===== src/pkg/ccr_pkg.sv =====
// Package with offsets, reset values and carrier types of the compare and capture register bank.
package ccr_pkg;
	localparam int          NUM_TIMERS  = 4;
	localparam int          NUM_CH      = 3;
	localparam int          NUM_CMP     = 12;
	localparam int          ADDR_W      = 9;
	localparam logic [15:0] VALUE_RESET = 16'h0000;
	localparam logic [7:0]  TEMP_RESET  = 8'h00;
	localparam logic [7:0]  RDATA_RESET = 8'h00;
	// Capture registers, timers 1, 3, 4, 5 in that order.
	localparam logic [ADDR_W-1:0] CAP_LO_OFS [NUM_TIMERS] = '{9'h086, 9'h096, 9'h0a6, 9'h126};
	localparam logic [ADDR_W-1:0] CAP_HI_OFS [NUM_TIMERS] = '{9'h087, 9'h097, 9'h0a7, 9'h127};
	// Compare registers, channels a, b, c of timers 1, 3, 4, 5. Timer 4 b has its bytes swapped.
	localparam logic [ADDR_W-1:0] CMP_LO_OFS [NUM_CMP] = '{
		9'h088, 9'h08a, 9'h08c, 9'h098, 9'h09a, 9'h09c,
		9'h0a8, 9'h0ab, 9'h0ac, 9'h128, 9'h12a, 9'h12c};
	localparam logic [ADDR_W-1:0] CMP_HI_OFS [NUM_CMP] = '{
		9'h089, 9'h08b, 9'h08d, 9'h099, 9'h09b, 9'h09d,
		9'h0a9, 9'h0aa, 9'h0ad, 9'h129, 9'h12b, 9'h12d};

	typedef struct packed {
		logic              wr;
		logic              rd;
		logic [ADDR_W-1:0] addr;
		logic [7:0]        wdata;
	} bus_req_t;

	typedef struct packed {
		logic [15:0] timer_count_value;
		logic        tick;
		logic        count_write;
		logic        capture;
	} timer_in_t;
endpackage


===== src/rtl/compare_capture_register_bank.sv =====
// Compare and capture register bank with shared high byte holding register.
//
// Overview of operation
// - Sixteen-bit compare value checked every timer clock.
// - Counter equal to compare value signals match.
// - Compare writes go through high byte holding.
// - One holding register shared by all registers.
// - Capture low read latches high into holding.
// - Counter write suppresses next timer clock match.
// - Match flag rises cycle after equality.
module compare_capture_register_bank
	import ccr_pkg::*;
(
	input  wire logic                  clk_sys,
	input  wire logic                  rst_b,
	input  wire ccr_pkg::bus_req_t     bus,
	input  wire ccr_pkg::timer_in_t    timer [ccr_pkg::NUM_TIMERS],
	output logic [7:0]                 rd_data,
	output logic [ccr_pkg::NUM_CMP-1:0] compare_match_flag,
	output logic [ccr_pkg::NUM_CMP-1:0] compare_output_pin
);
	typedef struct packed {
		logic [7:0] temp;
		logic [7:0] rdata;
	} bank_state_t;

	bank_state_t s;
	bank_state_t next_s;

	logic [15:0]        cmp_value [NUM_CMP];
	logic [15:0]        cap_value [NUM_TIMERS];
	logic [NUM_CMP-1:0] cmp_lo_hit;
	logic [NUM_CMP-1:0] cmp_hi_hit;
	logic [NUM_TIMERS-1:0] cap_lo_hit;
	logic [NUM_TIMERS-1:0] cap_hi_hit;
	logic [15:0]        wide_value;

	// The low byte write commits both bytes, the high byte coming from the holding register.
	assign wide_value = {s.temp, bus.wdata};

	for (genvar i = 0; i < NUM_CMP; i++) begin : g_cmp
		assign cmp_lo_hit[i] = bus.addr == CMP_LO_OFS[i];
		assign cmp_hi_hit[i] = bus.addr == CMP_HI_OFS[i];
		compare_unit u_cmp (
			.clk_sys            (clk_sys),
			.rst_b              (rst_b),
			.tick               (timer[i / NUM_CH].tick),
			.count_write        (timer[i / NUM_CH].count_write),
			.timer_count_value  (timer[i / NUM_CH].timer_count_value),
			.load               (bus.wr && cmp_lo_hit[i]),
			.load_value         (wide_value),
			.compare_value_reg  (cmp_value[i]),
			.compare_match_flag (compare_match_flag[i]),
			.compare_output_pin (compare_output_pin[i])
		);
	end

	for (genvar t = 0; t < NUM_TIMERS; t++) begin : g_cap
		assign cap_lo_hit[t] = bus.addr == CAP_LO_OFS[t];
		assign cap_hi_hit[t] = bus.addr == CAP_HI_OFS[t];
		capture_unit u_cap (
			.clk_sys           (clk_sys),
			.rst_b             (rst_b),
			.capture           (timer[t].capture),
			.timer_count_value (timer[t].timer_count_value),
			.load              (bus.wr && cap_lo_hit[t]),
			.load_value        (wide_value),
			.capture_value_reg (cap_value[t])
		);
	end

	always_comb begin
		next_s = s;
		// Any high byte write lands in the one shared holding register.
		if (bus.wr && (|cmp_hi_hit || |cap_hi_hit)) begin
			next_s.temp = bus.wdata;
		end
		if (bus.rd) begin
			next_s.rdata = RDATA_RESET;
			for (int i = 0; i < NUM_CMP; i++) begin
				if (cmp_lo_hit[i]) begin
					next_s.rdata = cmp_value[i][7:0];
				end
				if (cmp_hi_hit[i]) begin
					next_s.rdata = cmp_value[i][15:8];
				end
			end
			for (int t = 0; t < NUM_TIMERS; t++) begin
				if (cap_lo_hit[t]) begin
					next_s.rdata = cap_value[t][7:0];
					next_s.temp  = cap_value[t][15:8];
				end
				if (cap_hi_hit[t]) begin
					next_s.rdata = s.temp;
				end
			end
		end
	end

	always_ff @(posedge clk_sys) begin
		if (!rst_b) begin
			s <= '{temp: TEMP_RESET, rdata: RDATA_RESET};
		end else begin
			s <= next_s;
		end
	end

	assign rd_data = s.rdata;
endmodule


===== src/rtl/compare_unit.sv =====
// One output compare channel: value register, match detection and pin toggle.
module compare_unit
	import ccr_pkg::*;
(
	input  wire logic        clk_sys,
	input  wire logic        rst_b,
	input  wire logic        tick,
	input  wire logic        count_write,
	input  wire logic [15:0] timer_count_value,
	input  wire logic        load,
	input  wire logic [15:0] load_value,
	output logic      [15:0] compare_value_reg,
	output logic             compare_match_flag,
	output logic             compare_output_pin
);
	typedef struct packed {
		logic [15:0] value;
		logic        blocked;
		logic        match;
		logic        pin;
	} cmp_state_t;

	cmp_state_t s;
	cmp_state_t next_s;

	always_comb begin
		next_s = s;
		next_s.match = 1'b0;
		if (load) begin
			next_s.value = load_value;
		end
		// A counter write blocks the match on the next timer clock only.
		if (count_write) begin
			next_s.blocked = 1'b1;
		end else if (tick) begin
			next_s.blocked = 1'b0;
		end
		if (tick && !s.blocked && !count_write && timer_count_value == s.value) begin
			next_s.match = 1'b1;
			next_s.pin   = ~s.pin;
		end
	end

	always_ff @(posedge clk_sys) begin
		if (!rst_b) begin
			s <= '{value: VALUE_RESET, blocked: 1'b0, match: 1'b0, pin: 1'b0};
		end else begin
			s <= next_s;
		end
	end

	assign compare_value_reg  = s.value;
	assign compare_match_flag = s.match;
	assign compare_output_pin = s.pin;
endmodule


===== src/rtl/capture_unit.sv =====
// One input capture register, loaded by a capture event or by the processor.
module capture_unit
	import ccr_pkg::*;
(
	input  wire logic        clk_sys,
	input  wire logic        rst_b,
	input  wire logic        capture,
	input  wire logic [15:0] timer_count_value,
	input  wire logic        load,
	input  wire logic [15:0] load_value,
	output logic      [15:0] capture_value_reg
);
	typedef struct packed {
		logic [15:0] value;
	} cap_state_t;

	cap_state_t s;
	cap_state_t next_s;

	// A capture event wins over a processor write in the same cycle, so no event is lost.
	always_comb begin
		next_s = s;
		if (capture) begin
			next_s.value = timer_count_value;
		end else if (load) begin
			next_s.value = load_value;
		end
	end

	always_ff @(posedge clk_sys) begin
		if (!rst_b) begin
			s <= '{value: VALUE_RESET};
		end else begin
			s <= next_s;
		end
	end

	assign capture_value_reg = s.value;
endmodule


===== config.mk =====
export PLATFORM = sky130hd
export DESIGN_NAME = compare_capture_register_bank
export DESIGN_NICKNAME = d
export VERILOG_FILES = /design/src/pkg/ccr_pkg.sv /design/src/rtl/compare_capture_register_bank.sv /design/src/rtl/compare_unit.sv /design/src/rtl/capture_unit.sv
export SDC_FILE = /design/constraint.sdc
export NUM_CORES = 1
export LEC_CHECK = 0
export BUFFER_PORTS_ARGS = -buffer_cell sky130_fd_sc_hd__buf_2
export CAP_MARGIN = 20
export CORE_MARGIN = 5
export CORE_UTILIZATION = 32
export DETAILED_ROUTE_END_ITERATION = 7
export HOLD_SLACK_MARGIN = 0.06
export PLACE_DENSITY = 0.59
export REMOVE_ABC_BUFFERS = 1
export SETUP_SLACK_MARGIN = 0.1
export SLEW_MARGIN = 10
export SYNTH_ARGS = -nofsm -noshare
export SYNTH_HDL_FRONTEND = slang
export SYNTH_SLANG_ARGS = --single-unit

===== constraint.sdc =====
create_clock -name clk_sys -period 4.6 [get_ports clk_sys]
set_clock_uncertainty 0.1 [all_clocks]
set_input_delay 0.23 -clock clk_sys [delete_from_list [all_inputs] [get_ports clk_sys]]
set_output_delay 0.23 -clock clk_sys [all_outputs]
set_load 0.01 [all_outputs]

==> impl_metrics.env <==
export IMPL_power_density_mw_per_mm2=327
export IMPL_cp_end_kind="flip-flop"
export IMPL_stdcell_area_mm2=0.0194
export IMPL_synthFlopType="dfxtp_1"
export IMPL_nets=2325
export IMPL_syn_to_final_growth_pct=17.2
export IMPL_start_util_pct=32.3
export IMPL_grt_pass1_vias=16000
export IMPL_yosysSeqAreaShare_pct=36.3
export IMPL_whs_ns=0.0930
export IMPL_die_y_um=237
export IMPL_port_buffers=128
export IMPL_startpoint_type="input port"
export IMPL_arrival_ns=3.42
export IMPL_routed_wl_um=77100
export IMPL_dp_hpwl_um=54600
export IMPL_wire_per_inst_um=26.3
export IMPL_core_mm2=0.0512
export IMPL_cts_num_sinks=300
export IMPL_p_leak_nw=7.01
export IMPL_ys_async_sr_fraction_pct=0
export IMPL_dr_pass1_iters=6
export IMPL_setup_viol=0
export IMPL_period_needed_ns=3.08
export IMPL_cap_violations=0
export IMPL_max_freq_ghz=0.325
export IMPL_grt_max_degree=180
export IMPL_clk_pin_slew_ns=0.06
export IMPL_largest_register_ffs=192
export IMPL_rows=83
export IMPL_detail_route_vias_per_cell=5.79
export IMPL_worstHoldPathType="in2reg"
export IMPL_critPathMaxFanout=32
export IMPL_place_gp_congestion=1.03
export IMPL_numCtsBuffers=37
export IMPL_die_w_um=237
export IMPL_critPathKind="in2reg"
export IMPL_dieArea_mm2=0.0563
export IMPL_maxSlewViolCount=0
export IMPL_vias=17000
export IMPL_grt_use_total_pct=26.1
export IMPL_rsz0062_at_grt="false"
export IMPL_slew_limit_headroom_pct=25.2
export IMPL_ys_ff_latch=300
export IMPL_status="finished, final reports clean"
export IMPL_synth_edff_count=0
export IMPL_ant_nets=0
export IMPL_hold_viol_final=0
export IMPL_cts_tree="done"
export IMPL_grt_pass1_wl_um=111000
export IMPL_htreeDepth=2
export IMPL_antenna_found_initial=1
export IMPL_place_area_mm2=0.0175
export IMPL_clock_path_buffers=3
export IMPL_tightest_slew_ns=1.12
export IMPL_drive_gt1_share_pct=10.8
export IMPL_cts_resized=0
export IMPL_synth_cells=2149
export IMPL_ys_warnings_count=0
export IMPL_yosysUniqueCellTypes=70
export IMPL_grt_ovfl_total=0
export IMPL_post_route_drc_count=0
export IMPL_netlist_area_mm2=0.0165
export IMPL_irDropWorstVdd_v=0.000224
export IMPL_clock_root_buffer="clkbuf_16"
export IMPL_pin_count=129
export IMPL_syn_mean_instance_area_um2=7.69
export IMPL_period_share_pct=66.9
export IMPL_insertion_delay_ns=0.56
export IMPL_required_ns=4.95
export IMPL_drt_iter0_markers=2176
## power breakdown
group          internal, mW  switching [mW]
combinational         0.234           0.450
sequential             2.64          0.0500
clock                  1.78            1.19
total                  4.66            1.69
## final cells by class
type	instances	area [µm²]
Antenna cell	1	2.50
Clock buffer	50	1060
Clock inverter	14	164
Fill cell	5308	31800
Inverter	15	63.8
Multi-Input combinational cell	1639	9590
Sequential cell	300	6010
Tap cell	680	851
Timing Repair Buffer	235	1650
## worst max-delay path, cell delays in order
cell      delay (ns)
buf_2           0.18
nor3b_1         0.72
nand2_1         0.60
nor2_1          0.51
a21o_1          0.83
nor2_1          0.08
a211oi_1        0.25
## cells by family after synthesis
family,after synthesis,synth area share (%)
compound gates,545,20.2
xor+xnor,204,10.8
buf+inv,210,5.76
flops,300,36.3
mux,85,5.33
simple gates,805,21.6
## path summary, 6_finish.rpt
kind                                                           from                                  end  slack, ns  cells past startpoint
worst max register to register  g_cmp[4].u_cmp.compare_value_reg[0]                           rd_data[0]       2.14                      6
worst min-delay path                                      timer[12]  g_cap[3].u_cap.capture_value_reg[9]       0.09                      3
worst min register to register  g_cmp[0].u_cmp.compare_value_reg[3]  g_cmp[0].u_cmp.compare_value_reg[3]       0.38                      2
worst max-delay path                                        bus[14]  g_cap[2].u_cap.capture_value_reg[9]       1.52                      7
## Yosys cell counts (all sizes together), types with 5 or more instances
master,count,share of area [%]
nand2,450,10
dfxtp,300,36
a21oi,269,8.1
nor2,157,3.7
clkbuf,121,2.7
xnor2,120,6.4
xor2,84,4.5
mux2i,79,4.8
buf,74,2.7
a211oi,70,3.2
o21ai,61,1.9
nand3,33,1.0
nand4,33,1.2
nor4,26,0.98
and2,25,0.95
nor3,23,0.73
a22oi,18,0.82
o221ai,18,0.95
o22ai,18,0.68
inv,13,0.30
a221oi,12,0.64
and3,12,0.45
o31ai,11,0.50
nor2b,10,0.38
o211ai,10,0.45
nand2b,9,0.34
a21o,7,0.32
a31oi,7,0.26
a2bb2oi,6,0.32
o2111ai,5,0.26
## repair_timing
item | CTS | global route
endpoints found under the hold margin | 74 | 0
hold buffers | 70 | 0
buffers inserted | 0 | 0
## metrics by stage
step / setup TNS, ns / power (mW) / util [%] / setup slack [ns] / cells
detailed placement: 0 / 3.36 / 34.1 / 1.11 / 2798
floorplan: -3.14 / 3.00 / - / -0.782 / 1954
global placement: 0 / 3.36 / 34.1 / 1.16 / 2797
global route: 0 / 6.53 / 37.9 / 1.41 / 2933
CTS: 0 / 6.37 / 37.8 / 1.72 / 2932
finish: 0 / 6.35 / 37.9 / 1.52 / 2934
## layout by cell type (no fill, tap or decap), drive strengths merged, types with 9 or more instances in the layout
cell type,synthesis,final
nand4,33,33
a21oi,269,269
xnor2,120,120
inv,13,13
a22oi,18,18
dlygate4sd3,0,70
xor2,84,84
and3,12,12
nor2b,10,10
o31ai,11,11
o22ai,18,18
dfxtp,300,300
clkbuf,121,50
a211oi,70,70
and2,25,25
clkinv,2,10
o211ai,10,10
nor3,23,23
o21ai,61,61
o221ai,18,18
nand2b,9,9
a221oi,12,12
nor4,26,26
nand3,33,33
mux2i,79,79
nor2,157,157
nand2,450,450
buf,74,165
## routing by layer
metal / global-route usage, % / up-vias / routed length [µm]
li1: - / 7612 / -
met1: 35.9 / 8219 / 32200
met2: 40.8 / 994 / 34100
met3: 5.35 / 171 / 7690
met4: 9.20 / 0 / 3050
met5: 0 / - / 0
Note: power is estimated with default switching activity, not from simulation.
